$ cat config.mk
export PLATFORM = sky130hd
export DESIGN_NAME = wkc_wake_ctrl
export DESIGN_NICKNAME = d
export VERILOG_FILES = /design/src/design/wkc_sync2.v /design/src/design/wkc_wake_ctrl.v
export VERILOG_INCLUDE_DIRS = /design/src /design/src/design
export SDC_FILE = /design/constraint.sdc
export NUM_CORES = 1
export LEC_CHECK = 0
export BUFFER_PORTS_ARGS = -buffer_cell sky130_fd_sc_hd__buf_4
export CAP_MARGIN = 15
export CORE_AREA = 4 4 101 79
export CTS_CLUSTER_SIZE = 8
export DETAILED_ROUTE_END_ITERATION = 8
export DIE_AREA = 0 0 105 83
export GPL_ROUTABILITY_DRIVEN = 0
export PLACE_DENSITY = 0.91
export SLEW_MARGIN = 20
export SYNTH_ARGS = -nofsm -noshare
export SYNTH_HDL_FRONTEND = slang
export SYNTH_SLANG_ARGS = --single-unit
$ cat constraint.sdc
create_clock -name core_clk -period 4.1 [get_ports core_clk]
set_clock_uncertainty 0.15 [all_clocks]
set_input_delay 0.82 -clock core_clk [delete_from_list [all_inputs] [get_ports core_clk]]
set_output_delay 0.82 -clock core_clk [all_outputs]
set_load 0.01 [all_outputs]
$ cat src/design/wkc_defs.vh
`ifndef WKC_DEFS_VH
`define WKC_DEFS_VH

// ****************************************
// idle command parameter positions
// ****************************************
`define WKC_IDLE_LEN 5'd16
`define WKC_IDX_SOURCE 4'h2
`define WKC_IDX_WAKE_PERIOD 4'h9
`define WKC_IDX_UP_THRESH 4'hD
`define WKC_IDX_MAX_SLEEP 4'hF

// ****************************************
// source and event register fields
// ****************************************
`define WKC_RATE_HI 7
`define WKC_RATE_LO 6
`define WKC_BIT_RESERVED 5
`define WKC_BIT_SELECT_PIN 4
`define WKC_BIT_IRQ_PIN 3
`define WKC_BIT_FIELD 2
`define WKC_BIT_TAG 1
`define WKC_BIT_TIMEOUT 0
`define WKC_SRC_WR_MASK 8'hDF
`define WKC_SOURCE_RESET 8'h00
`define WKC_EVENT_RESET 8'h00
`define WKC_WAKE_PERIOD_RESET 8'h00
`define WKC_MAX_SLEEP_RESET 5'h01
`define WKC_SYNC_IDLE 5'h1C

// ****************************************
// register read selectors
// ****************************************
`define WKC_RD_SOURCE 2'h0
`define WKC_RD_EVENT 2'h1
`define WKC_RD_WAKE_PERIOD 2'h2
`define WKC_RD_MAX_SLEEP 2'h3

// ****************************************
// oscillator rates and timing
// ****************************************
`define WKC_RATE_32K 2'h0
`define WKC_RATE_16K 2'h1
`define WKC_RATE_8K 2'h2
`define WKC_RATE_4K 2'h3
`define WKC_REF_OSC_PERIODS 9'd256
`define WKC_REF_LAST 8'hFF

// ****************************************
// idle reply bytes
// ****************************************
`define WKC_REPLY_RESULT 8'h00
`define WKC_REPLY_LENGTH 8'h01
`define WKC_REPLY_LAST 2'h2

`endif

$ cat src/design/wkc_sync2.v
`timescale 1ns/1ns
`include "wkc_defs.vh"

module wkc_sync2
(
  // clock and reset
  input wire core_clk,
  input wire rst_b,
  // asynchronous levels
  input wire [4:0] async_in,
  // synchronised levels
  output reg [4:0] sync_out
);

  reg [4:0] meta_q;

  // first stage feeds only the second stage
  always @(posedge core_clk or negedge rst_b)
  begin
    if (!rst_b)
    begin
      // idle levels: select and irq high, osc high, detectors low
      meta_q <= `WKC_SYNC_IDLE;
      sync_out <= `WKC_SYNC_IDLE;
    end
    else
    begin
      meta_q <= async_in;
      sync_out <= meta_q;
    end
  end

endmodule // wkc_sync2

$ cat src/design/wkc_wake_ctrl.v
`timescale 1ns/1ns
`include "wkc_defs.vh"

// Operation
// - source byte is third idle parameter byte
// - latch rate and sources from idle parameters
// - event register updated on leaving wait
// - event readable by read and reply
// - bits seven six select oscillator rate
// - select pin low wakes when enabled
// - interrupt pin low wakes when enabled
// - detected field wakes when enabled
// - detected tag wakes when enabled
// - timeout wakes and returns to ready
// - timeout is sleeps times period plus one
// - reference period is 256 oscillator periods
// - reply is 00 01 then event
module wkc_wake_ctrl
(
  // clock and reset
  input wire core_clk,
  input wire rst_b,
  // idle command parameters from command decoder
  input wire param_wr,
  input wire [3:0] param_idx,
  input wire [7:0] param_data,
  input wire idle_start,
  // register read command
  input wire rd_req,
  input wire [1:0] rd_sel,
  // device pins and detector levels
  input wire select_b_pin,
  input wire irq_in_b_pin,
  input wire low_freq_osc_pin,
  input wire field_det_in,
  input wire tag_det_in,
  // register read answer
  output reg rd_valid_q,
  output reg [7:0] rd_data_q,
  // idle reply byte stream
  output reg reply_valid_q,
  output reg [7:0] reply_data_q,
  // status
  output reg wait_for_event_state_q,
  output reg [7:0] upper_detect_threshold_q
);

  // ****************************************
  // states
  // ****************************************
  localparam STATE_READY = 2'b00;
  localparam STATE_WAIT = 2'b01;
  localparam STATE_REPLY = 2'b10;

  // ****************************************
  // functions
  // ****************************************
  // base tick count per oscillator period, minus one
  function [2:0] rate_div_last;
    input [1:0] rate;
    begin
      case (rate)
        `WKC_RATE_32K: rate_div_last = 3'h0;
        `WKC_RATE_16K: rate_div_last = 3'h1;
        `WKC_RATE_8K: rate_div_last = 3'h3;
        default: rate_div_last = 3'h7;
      endcase
    end
  endfunction

  // ****************************************
  // declarations
  // ****************************************
  reg [1:0] state_q;
  reg [1:0] state_d;
  reg [7:0] wake_source_select_q;
  reg [7:0] wake_cause_report_q;
  reg [7:0] wake_period_setting_q;
  reg [4:0] max_sleep_count_q;
  reg osc_prev_q;
  reg [2:0] prescale_q;
  reg [7:0] ref_cnt_q;
  reg [7:0] period_cnt_q;
  reg [4:0] sleep_cnt_q;
  reg [1:0] reply_idx_q;
  wire [4:0] pins_sync;
  wire select_low;
  wire irq_low;
  wire osc_level;
  wire field_seen;
  wire tag_seen;
  wire base_tick;
  wire osc_tick;
  wire ref_last;
  wire period_last;
  wire sleep_last;
  wire timeout_hit;
  wire [4:0] wake_hits;
  wire any_wake;
  wire in_wait;

  // ****************************************
  // pin synchronisation
  // ****************************************
  wkc_sync2 u_sync
  (
    .core_clk(core_clk),
    .rst_b(rst_b),
    .async_in({select_b_pin, irq_in_b_pin, low_freq_osc_pin, field_det_in, tag_det_in}),
    .sync_out(pins_sync)
  );

  assign select_low = ~pins_sync[4];
  assign irq_low = ~pins_sync[3];
  assign osc_level = pins_sync[2];
  assign field_seen = pins_sync[1];
  assign tag_seen = pins_sync[0];
  assign in_wait = (state_q == STATE_WAIT);

  // ****************************************
  // oscillator tick and rate divider
  // ****************************************
  // the pin carries the 32 kHz base; slower rates skip base ticks
  assign base_tick = osc_level & ~osc_prev_q;
  assign osc_tick = base_tick &
    (prescale_q == rate_div_last(wake_source_select_q[`WKC_RATE_HI:`WKC_RATE_LO]));

  always @(posedge core_clk or negedge rst_b)
  begin
    if (!rst_b)
    begin
      // same as the synchroniser idle level, so no false edge
      osc_prev_q <= 1'b1;
      prescale_q <= 3'h0;
    end
    else
    begin
      osc_prev_q <= osc_level;
      if (!in_wait || osc_tick)
      begin
        prescale_q <= 3'h0;
      end
      else if (base_tick)
      begin
        prescale_q <= prescale_q + 3'h1;
      end
    end
  end

  // ****************************************
  // timeout counting
  // ****************************************
  assign ref_last = (ref_cnt_q == `WKC_REF_LAST);
  assign period_last = (period_cnt_q == wake_period_setting_q);
  assign sleep_last = (sleep_cnt_q == (max_sleep_count_q - 5'h1));
  // a zero max sleep count wraps the counter to 32 sleeps
  assign timeout_hit = osc_tick & ref_last & period_last & sleep_last;

  always @(posedge core_clk or negedge rst_b)
  begin
    if (!rst_b)
    begin
      ref_cnt_q <= 8'h00;
      period_cnt_q <= 8'h00;
      sleep_cnt_q <= 5'h00;
    end
    else if (!in_wait)
    begin
      ref_cnt_q <= 8'h00;
      period_cnt_q <= 8'h00;
      sleep_cnt_q <= 5'h00;
    end
    else if (osc_tick)
    begin
      ref_cnt_q <= ref_cnt_q + 8'h01;
      if (ref_last)
      begin
        if (period_last)
        begin
          period_cnt_q <= 8'h00;
          sleep_cnt_q <= sleep_cnt_q + 5'h01;
        end
        else
        begin
          period_cnt_q <= period_cnt_q + 8'h01;
        end
      end
    end
  end

  // ****************************************
  // wake sources
  // ****************************************
  assign wake_hits[4] = select_low & wake_source_select_q[`WKC_BIT_SELECT_PIN];
  assign wake_hits[3] = irq_low & wake_source_select_q[`WKC_BIT_IRQ_PIN];
  assign wake_hits[2] = field_seen & wake_source_select_q[`WKC_BIT_FIELD];
  assign wake_hits[1] = tag_seen & wake_source_select_q[`WKC_BIT_TAG];
  assign wake_hits[0] = timeout_hit & wake_source_select_q[`WKC_BIT_TIMEOUT];
  assign any_wake = in_wait & (|wake_hits);

  // ****************************************
  // state machine
  // ****************************************
  always @*
  begin
    state_d = state_q;
    case (state_q)
      STATE_READY:
      begin
        if (idle_start)
        begin
          state_d = STATE_WAIT;
        end
      end
      STATE_WAIT:
      begin
        if (any_wake)
        begin
          state_d = STATE_REPLY;
        end
      end
      STATE_REPLY:
      begin
        if (reply_idx_q == `WKC_REPLY_LAST)
        begin
          state_d = STATE_READY;
        end
      end
      default:
      begin
        state_d = STATE_READY;
      end
    endcase
  end

  always @(posedge core_clk or negedge rst_b)
  begin
    if (!rst_b)
    begin
      state_q <= STATE_READY;
      wait_for_event_state_q <= 1'b0;
    end
    else
    begin
      state_q <= state_d;
      wait_for_event_state_q <= (state_d == STATE_WAIT);
    end
  end

  // ****************************************
  // parameter registers
  // ****************************************
  // parameters are frozen while waiting so the timeout stays coherent
  always @(posedge core_clk or negedge rst_b)
  begin
    if (!rst_b)
    begin
      wake_source_select_q <= `WKC_SOURCE_RESET;
      wake_period_setting_q <= `WKC_WAKE_PERIOD_RESET;
      max_sleep_count_q <= `WKC_MAX_SLEEP_RESET;
      upper_detect_threshold_q <= 8'h00;
    end
    else if (param_wr && (state_q == STATE_READY))
    begin
      case (param_idx)
        `WKC_IDX_SOURCE:
        begin
          wake_source_select_q <= param_data & `WKC_SRC_WR_MASK;
        end
        `WKC_IDX_WAKE_PERIOD:
        begin
          wake_period_setting_q <= param_data;
        end
        `WKC_IDX_UP_THRESH:
        begin
          upper_detect_threshold_q <= param_data;
        end
        `WKC_IDX_MAX_SLEEP:
        begin
          max_sleep_count_q <= param_data[4:0];
        end
        default:
        begin
          max_sleep_count_q <= max_sleep_count_q;
        end
      endcase
    end
  end

  // ****************************************
  // wake cause report
  // ****************************************
  always @(posedge core_clk or negedge rst_b)
  begin
    if (!rst_b)
    begin
      wake_cause_report_q <= `WKC_EVENT_RESET;
    end
    else if (any_wake)
    begin
      // all causes present in the leaving cycle are reported together
      wake_cause_report_q <= {wake_source_select_q[`WKC_RATE_HI:`WKC_RATE_LO], 1'b0,
        wake_hits};
    end
  end

  // ****************************************
  // idle reply
  // ****************************************
  always @(posedge core_clk or negedge rst_b)
  begin
    if (!rst_b)
    begin
      reply_idx_q <= 2'h0;
      reply_valid_q <= 1'b0;
      reply_data_q <= 8'h00;
    end
    else if (state_q == STATE_REPLY)
    begin
      reply_idx_q <= reply_idx_q + 2'h1;
      reply_valid_q <= 1'b1;
      case (reply_idx_q)
        2'h0: reply_data_q <= `WKC_REPLY_RESULT;
        2'h1: reply_data_q <= `WKC_REPLY_LENGTH;
        default: reply_data_q <= wake_cause_report_q;
      endcase
    end
    else
    begin
      reply_idx_q <= 2'h0;
      reply_valid_q <= 1'b0;
      reply_data_q <= 8'h00;
    end
  end

  // ****************************************
  // register read
  // ****************************************
  always @(posedge core_clk or negedge rst_b)
  begin
    if (!rst_b)
    begin
      rd_valid_q <= 1'b0;
      rd_data_q <= 8'h00;
    end
    else
    begin
      rd_valid_q <= rd_req;
      if (rd_req)
      begin
        case (rd_sel)
          `WKC_RD_SOURCE: rd_data_q <= wake_source_select_q;
          `WKC_RD_EVENT: rd_data_q <= wake_cause_report_q;
          `WKC_RD_WAKE_PERIOD: rd_data_q <= wake_period_setting_q;
          default: rd_data_q <= {3'h0, max_sleep_count_q};
        endcase
      end
    end
  end

endmodule // wkc_wake_ctrl

==> results of run 1 <==
==> final cells by class <==
cell class                 count  area [um2]
sequential                    92        2310
inverter                       7        26.3
timing repair buffer          50         375
clock inverter                 6        63.8
clock buffer                  10         128
multi-input combinational    251        1800
tap                           87         109
fill                         512        2280
==> stage by stage <==
step	hold slack (ns)	utilization	setup slack [ns]	total power (W)	instance area, um2
after CTS	0.207	0.678	1.44	0.00170	4810
final	0.206	0.678	1.40	0.00168	4810
after global routing	0.219	0.678	1.24	0.00176	4810
after detailed placement	0.188	0.651	1.47	0.00111	4620
after floorplan	0.181	-	1.83	0.00105	4200
after global placement	0.184	0.651	1.60	0.00110	4620
==> power by group through the flow <==
stage | combinational [W] | sequential [W] | clock [W]
detailed placement | 0.000117 | 0.000993 | 0
global placement | 0.000113 | 0.000991 | 0
finish | 0.000115 | 0.000976 | 0.000593
global route | 0.000135 | 0.000983 | 0.000646
floorplan | 0.0000604 | 0.000988 | 0
CTS | 0.000117 | 0.000976 | 0.000606
==> metal layers <==
metal	track usage	up-vias
met5	0	-
met4	0.0775	0
met3	0.0559	26
met2	0.341	109
met1	0.282	1476
li1	-	1372
==> worst paths after layout <==
check / start / endpoint / slack (ns) / cells after the start
min in group asynchronous: rst_b / reply_data_q[2] / 0.45 / 1
max: max_sleep_count_q[0] / wake_cause_report_q[4] / 1.40 / 7
min reg2reg: u_sync.meta_q[0] / u_sync.sync_out[0] / 0.21 / 0
max reg2reg: max_sleep_count_q[0] / wake_cause_report_q[4] / 1.40 / 7
min: u_sync.meta_q[0] / u_sync.sync_out[0] / 0.21 / 0
max in group asynchronous: rst_b / rd_data_q[2] / 2.56 / 2
==> cell usage after synthesis (4+ instances only) <==
cell type,n
nor3_1,8
inv_1,7
o21ai_1,5
dfrtp_1,84
and2_1,8
ha_1,8
nor2b_1,7
o21ai_0,17
nand4_1,8
xor2_1,6
or3b_1,5
mux2i_1,4
nand3_1,10
mux4_2,5
and3_1,4
mux2_2,31
nor2_1,26
clkbuf_1,10
xnor2_1,14
dfstp_2,8
nand2_1,30
nand2b_1,7
a21oi_1,16
==> worst max-delay path, stage by stage, from the launching register on <==
cell      delay, ns
dfstp_2        0.57
inv_1          0.06
ha_1           0.30
xnor2_1        0.14
a211oi_1       0.19
o211ai_1       0.28
nor3_1         0.66
o21ai_0        0.20
==> sequential cells by signal (all words and copies together), names as in the netlist <==
signal,count
prescale_q,3
ref_cnt_q,8
wait_for_event_state_q,1
sleep_cnt_q,5
period_cnt_q,8
osc_prev_q,1
u_sync.sync_out,5
rd_valid_q,1
upper_detect_threshold_q,8
u_sync.meta_q,5
wake_source_select_q,7
wake_cause_report_q,7
reply_data_q,7
max_sleep_count_q,5
reply_valid_q,1
wake_period_setting_q,8
rd_data_q,8
state_q,2
reply_idx_q,2
==> kinds of logic (layout without fill, tap and decap cells) <==
group                    Yosys count  count (layout)
AND/OR/NAND/NOR                  131             131
flip-flops                        92              92
AO/OA/AOI/OAI                     49              49
multiplexers                      42              42
XOR/XNOR                          20              20
buffers and inverters             20              73
adder cells (fa/ha/maj)            8               8
other                              1               1
==> results.md, run 1 <==
- Area delta synth->final: 14.6%
- Drt drc: 0
- Grt ovf: 0
- Via count: about 3000
- Final TNS setup: 0 ns
- Final hold vios: 0
- Mux share of post-synthesis cell area: 0.125
- Crit start category: register
- Number of global-route vias before repair: 2986
- Pwr per Cell Area: 350 nW/um2
- Tmin final: ~2.7 ns
- N_diodes: 0
- Antenna viol nets, final: 0
- RSZ-0062 raised after global routing: false
- Mean Syn Cell Area: about 12 um2
- Syn_nets: a little under 400
- Ports: between 50 and 60
- Height of the die: ~83 um
- Final Non-Filler Cells: approximately 500
- CTS clk-pin slew, worst paths: ~0.09 ns
- Slew Viols, Final: 0
- Commonest non-fill, non-tap cells in the layout: dfrtp_1, buf_4, mux2_2, nand2_1, nor2_1
- MaxCap Viol Count: 0
- Post-Synth XOR/XNOR Area: 0.0417
- Post-CTS Hold Buffers: 0
- Clk sink count: about 90
- Drt pass-1 iters: 6
- PortBufs: 49
- CTS tree: done
- DIE AREA: slightly below 9000 um2
- Detail Route met3 WL: approximately 530 um
- Worst IR Drop VDD: 0.000280 V
- Critical Path RT: 4.16 ns
- Max-slew headroom: 0.297
- Yosys top cell by area: dfrtp_1
- Met2 WL: 4160 um
- Die X: about 110 um
- Total CTS buffers: 9
- Final worst path period share: 0.658
- Placement row count: 27
- CTS H-tree lvls: 3
- Final setup viols: 0
- Crit Path Category: reg -> reg
- Post-CTS setup buffer count: 0
- Leakage power: 2.28 nW
- Sequential fraction of design power: 0.580
- Synth Instances: ~360
- Crit. End Element: register
- Clk_lat worst skew: 0.36 ns
- Commonest non-fill, non-tap cell in the layout: dfrtp_1
- Worst-Margin Slew: roughly 1.1 ns
- CP arrival: 2.76 ns
- Simple-gate share of the synthesized area: 0.169
- Highest routing layer actually used: met4
- Switching pwr: 0.000407 W
- NumNets Final: 443
- DR WL/cell: between 15 and 20 um
- Max Root-Sink Buffers: 2
- Cell Area, Synth: between 4000 and 5000 um2
- Overall Global Routing Usage: 0.213
- FMAX: 0.371 GHz
- Switching share of power: 0.242
- Top_reg_cell synth: dfrtp_1
- First-pass GRT wire length: 14800 um
- DR iter-0 viols: about 220
- Layout cell share with drive strength beyond 1: 0.269
- Post-Route WL: 8760 um
- Largest net degree at the start of global routing: between 70 and 80
- Root Driver: clkbuf_8
- CORE AREA: 7090 um2
- Area share of the largest cell type after synthesis: 0.501
- Combinational share of power: 0.068
- Initial antenna violation count: 0
- EDFF count, synth: 0
- Unique cell type count in the Yosys netlist: 47
- Post-CTS sizing: 0
- Main combinational cell family by area after synthesis: simple AND/OR/NAND/NOR gates
- Crit Path Max Fanout: 4
- Sequential cell area fraction in the yosys report: 0.551
- Int Power: roughly 0.0013 W
- Yosys reg bits: slightly above 90
- Compound-Gate Fraction of Synth Area: 0.0683
- WL met1: ~3800 um
- DPL Wire Length: between 6000 and 7000 um
- Top cells by area, synth: dfrtp_1, mux2_2, dfstp_2, xnor2_1, mux4_2
- Asr flop ratio synth: 1.00
- Status: finished clean
- Synth Area in Adders: 0.0238
- Worst Hold Class: reg -> reg
- Initial Util: 0.592
- # placed instances: 487
- Yosys warns: 0
- Clk network pwr share: 0.352
- DR vias/cell: between 5 and 6
Note: power is estimated with default switching activity, not from simulation.
==> run 2, diff against run 1 <==
--- a/config.mk
+++ b/config.mk
@@ -8,12 +8,12 @@
 export LEC_CHECK = 0
 export BUFFER_PORTS_ARGS = -buffer_cell sky130_fd_sc_hd__buf_4
 export CAP_MARGIN = 15
-export CORE_AREA = 4 4 101 79
+export CORE_AREA = 4 4 104 81
 export CTS_CLUSTER_SIZE = 8
 export DETAILED_ROUTE_END_ITERATION = 8
-export DIE_AREA = 0 0 105 83
+export DIE_AREA = 0 0 108 85
 export GPL_ROUTABILITY_DRIVEN = 0
-export PLACE_DENSITY = 0.91
+export PLACE_DENSITY = 0.87
 export SLEW_MARGIN = 20
 export SYNTH_ARGS = -nofsm -noshare
 export SYNTH_HDL_FRONTEND = slang
==> constraint.sdc (replaced) <==
create_clock -name core_clk -period 2.5 [get_ports core_clk]
set_clock_uncertainty 0.15 [all_clocks]
set_input_delay 0.5 -clock core_clk [delete_from_list [all_inputs] [get_ports core_clk]]
set_output_delay 0.5 -clock core_clk [all_outputs]
set_load 0.01 [all_outputs]
==> run 2 against run 1 <==
Die area up 5.3%. Largest cell class unchanged. Hold slack got worse by 0.13 ns. Via count barely moved. Critical endpoint is now wake_cause_report_q[6]. Sequential power rose by 64%. Sequential cell count is the same. Largest power group unchanged. Combinational power is 72% higher. Non-clock buffer count grew 13. Clock power rose by 85%.
==> results.md, run 2 (synthesis gave the netlist of run 1 again) <==
- Status: finished clean (unchanged)
- Total CTS buffers: 9 (unchanged)
- Area delta synth->final: 18.5% (was 14.6%)
- Crit. End Element: register (unchanged)
- Layout Utilization: 0.679 (was 0.678)
- Met2 WL: 4130 um (was 4160 um)
- Crit Path Max Fanout: 4 (unchanged)
- Clk network pwr share: 0.380 (was 0.352)
- Clk sink count: 92 (unchanged)
- Worst IR Drop VDD: 0.000458 V (was 0.000280 V)
- Final worst path period share: 0.982 (was 0.658)
- Highest routing layer actually used: met4 (unchanged)
- Height of the die: 85 um (was 83 um)
- Worst r2r src: max_sleep_count_q[0] (unchanged)
- DPL Wire Length: 6750 um (was 6440 um)
- Antenna viol nets, final: 0 (unchanged)
- DR WL/cell: 17.1 um (was 17.4 um)
- CP arrival: 2.55 ns (was 2.76 ns)
- Ports: 51 (unchanged)
- Number of global-route vias before repair: 2971 (was 2986)
- Detail Route met3 WL: 657 um (was 531 um)
- Switching share of power: 0.240 (was 0.242)
- Post-Place Cell Area: 4730 um2 (was 4620 um2)
- Critical Path RT: 2.60 ns (was 4.16 ns)
- Final setup viols: 0 (unchanged)
- Drt drc: 0 (unchanged)
- Post-Route WL: 9070 um (was 8760 um)
- Largest net degree at the start of global routing: 50 (was 78)
- Hold Crit Start: select_b_pin (was u_sync.meta_q[0])
- CORE AREA: 7330 um2 (was 7090 um2)
- Drt pass-1 iters: 4 (was 6)
- Worst Hold Class: in -> reg (was reg -> reg)
- FMAX: 0.407 GHz (was 0.371 GHz)
- Placement row count: 27 (unchanged)
- Pwr per Cell Area: 583 nW/um2 (was 350 nW/um2)
- DR iter-0 viols: 206 (was 216)
- Layout cell share with drive strength beyond 1: 0.298 (was 0.269)
- Initial antenna violation count: 0 (unchanged)
- Crit Path Category: reg -> reg (unchanged)
- Die X: 108 um (was 105 um)
- MaxCap Viol Count: 0 (unchanged)
- Initial Util: 0.573 (was 0.592)
- Tmin final: 2.45 ns (was 2.70 ns)
- Max-slew headroom: 0.573 (was 0.297)
- Finished Cell Area: 4970 um2 (was 4810 um2)
- Grt ovf: 0 (unchanged)
- Final Hold Slack: 0.0763 ns (was 0.206 ns)
- Crit. Startpoint: max_sleep_count_q[0] (unchanged)
- Slew Viols, Final: 0 (unchanged)
- Root Driver: clkbuf_8 (unchanged)
- DR vias/cell: 5.62 (was 5.93)
- Commonest non-fill, non-tap cell in the layout: dfrtp_1 (unchanged)
- Max Root-Sink Buffers: 2 (unchanged)
- Leakage power: 2.36 nW (was 2.28 nW)
- Via count: 2981 (was 2983)
- Worst-Margin Slew: 0.636 ns (was 1.06 ns)
- Final hold vios: 0 (unchanged)
- Crit start category: register (unchanged)
- Sequential fraction of design power: 0.552 (was 0.580)
- DIE AREA: 9180 um2 (was 8720 um2)
- PortBufs: 49 (unchanged)
- Final TNS setup: 0 ns (unchanged)
- Switching pwr: 0.000696 W (was 0.000407 W)
- NumNets Final: 456 (was 443)
- Int Power: 0.00221 W (was 0.00128 W)
- N_diodes: 0 (unchanged)
- WL met1: 4180 um (was 3820 um)
- Overall Global Routing Usage: 0.215 (was 0.213)
- Commonest non-fill, non-tap cells in the layout: dfrtp_1, buf_4, mux2_2, nand2_1, nor2_1 (unchanged)
- Combinational share of power: 0.068 (about the same)
- CTS H-tree lvls: 3 (unchanged)
- CTS tree: done (unchanged)
- CTS clk-pin slew, worst paths: 0.09 ns (about the same)
- First-pass GRT wire length: 15200 um (was 14800 um)
- Clk_lat worst skew: 0.37 ns (was 0.36 ns)
run 2: worst paths after layout:
check / endpoint / slack, ns / depth (start not counted)
min in group asynchronous: u_sync.sync_out[1] / 0.55 / 2
max in group asynchronous: max_sleep_count_q[0] / 1.00 / 3
worst min register to register: u_sync.sync_out[0] / 0.20 / 0
worst min-delay path: u_sync.meta_q[4] / 0.08 / 1
worst max-delay path: wake_cause_report_q[6] / 0.05 / 7
worst max register to register: wake_cause_report_q[6] / 0.05 / 7
run 2: cell type report:
cell class | instances | area (um2)
clock inverter | 7 | 96.3
multi-input combinational | 251 | 1800
clock buffer | 9 | 124
inverter | 7 | 26.3
timing repair buffer | 63 | 488
tap | 101 | 126
fill | 525 | 2360
sequential | 92 | 2310
run 2: what timing repair did:
action / CTS / global route
resized for setup: 0 / 3
setup endpoints to repair: 0 / 2
hold buffers: 1 / 0
buffers inserted: 0 / 1
hold endpoints to repair: 21 / 0
run 2: power groups by stage:
stage	clock network, W	logic [W]	registers (W)
2_1_floorplan	0	0.0000991	0.00162
3_3_place_gp	0	0.000190	0.00163
3_5_place_dp	0	0.000199	0.00163
4_1_cts	0.00112	0.000200	0.00160
5_1_grt	0.00119	0.000220	0.00161
6_report	0.00110	0.000198	0.00160
run 2: metal layers:
metal | track usage | vias up
met5 | 0 | -
met4 | 0.0688 | 0
met3 | 0.0548 | 12
met2 | 0.323 | 108
met1 | 0.307 | 1469
li1 | - | 1392
run 2: through the flow:
stage / setup slack [ns] / instances / total power [W]
4_1_cts: 0.0876 / 529 / 0.00292
2_1_floorplan: 0.231 / 363 / 0.00172
6_report: 0.0458 / 530 / 0.00290
3_5_place_dp: 0.113 / 512 / 0.00183
3_3_place_gp: 0.190 / 512 / 0.00182
5_1_grt: -0.0110 / 530 / 0.00303
run 2: worst max-delay path, cell delays in order, from the launching register on:
cell and delay (ns):
dfstp_2 0.57, inv_1 0.06, ha_1 0.30, xnor2_1 0.13, a211oi_1 0.24, o211ai_1 0.26, o31ai_4 0.27, mux2_1 0.35
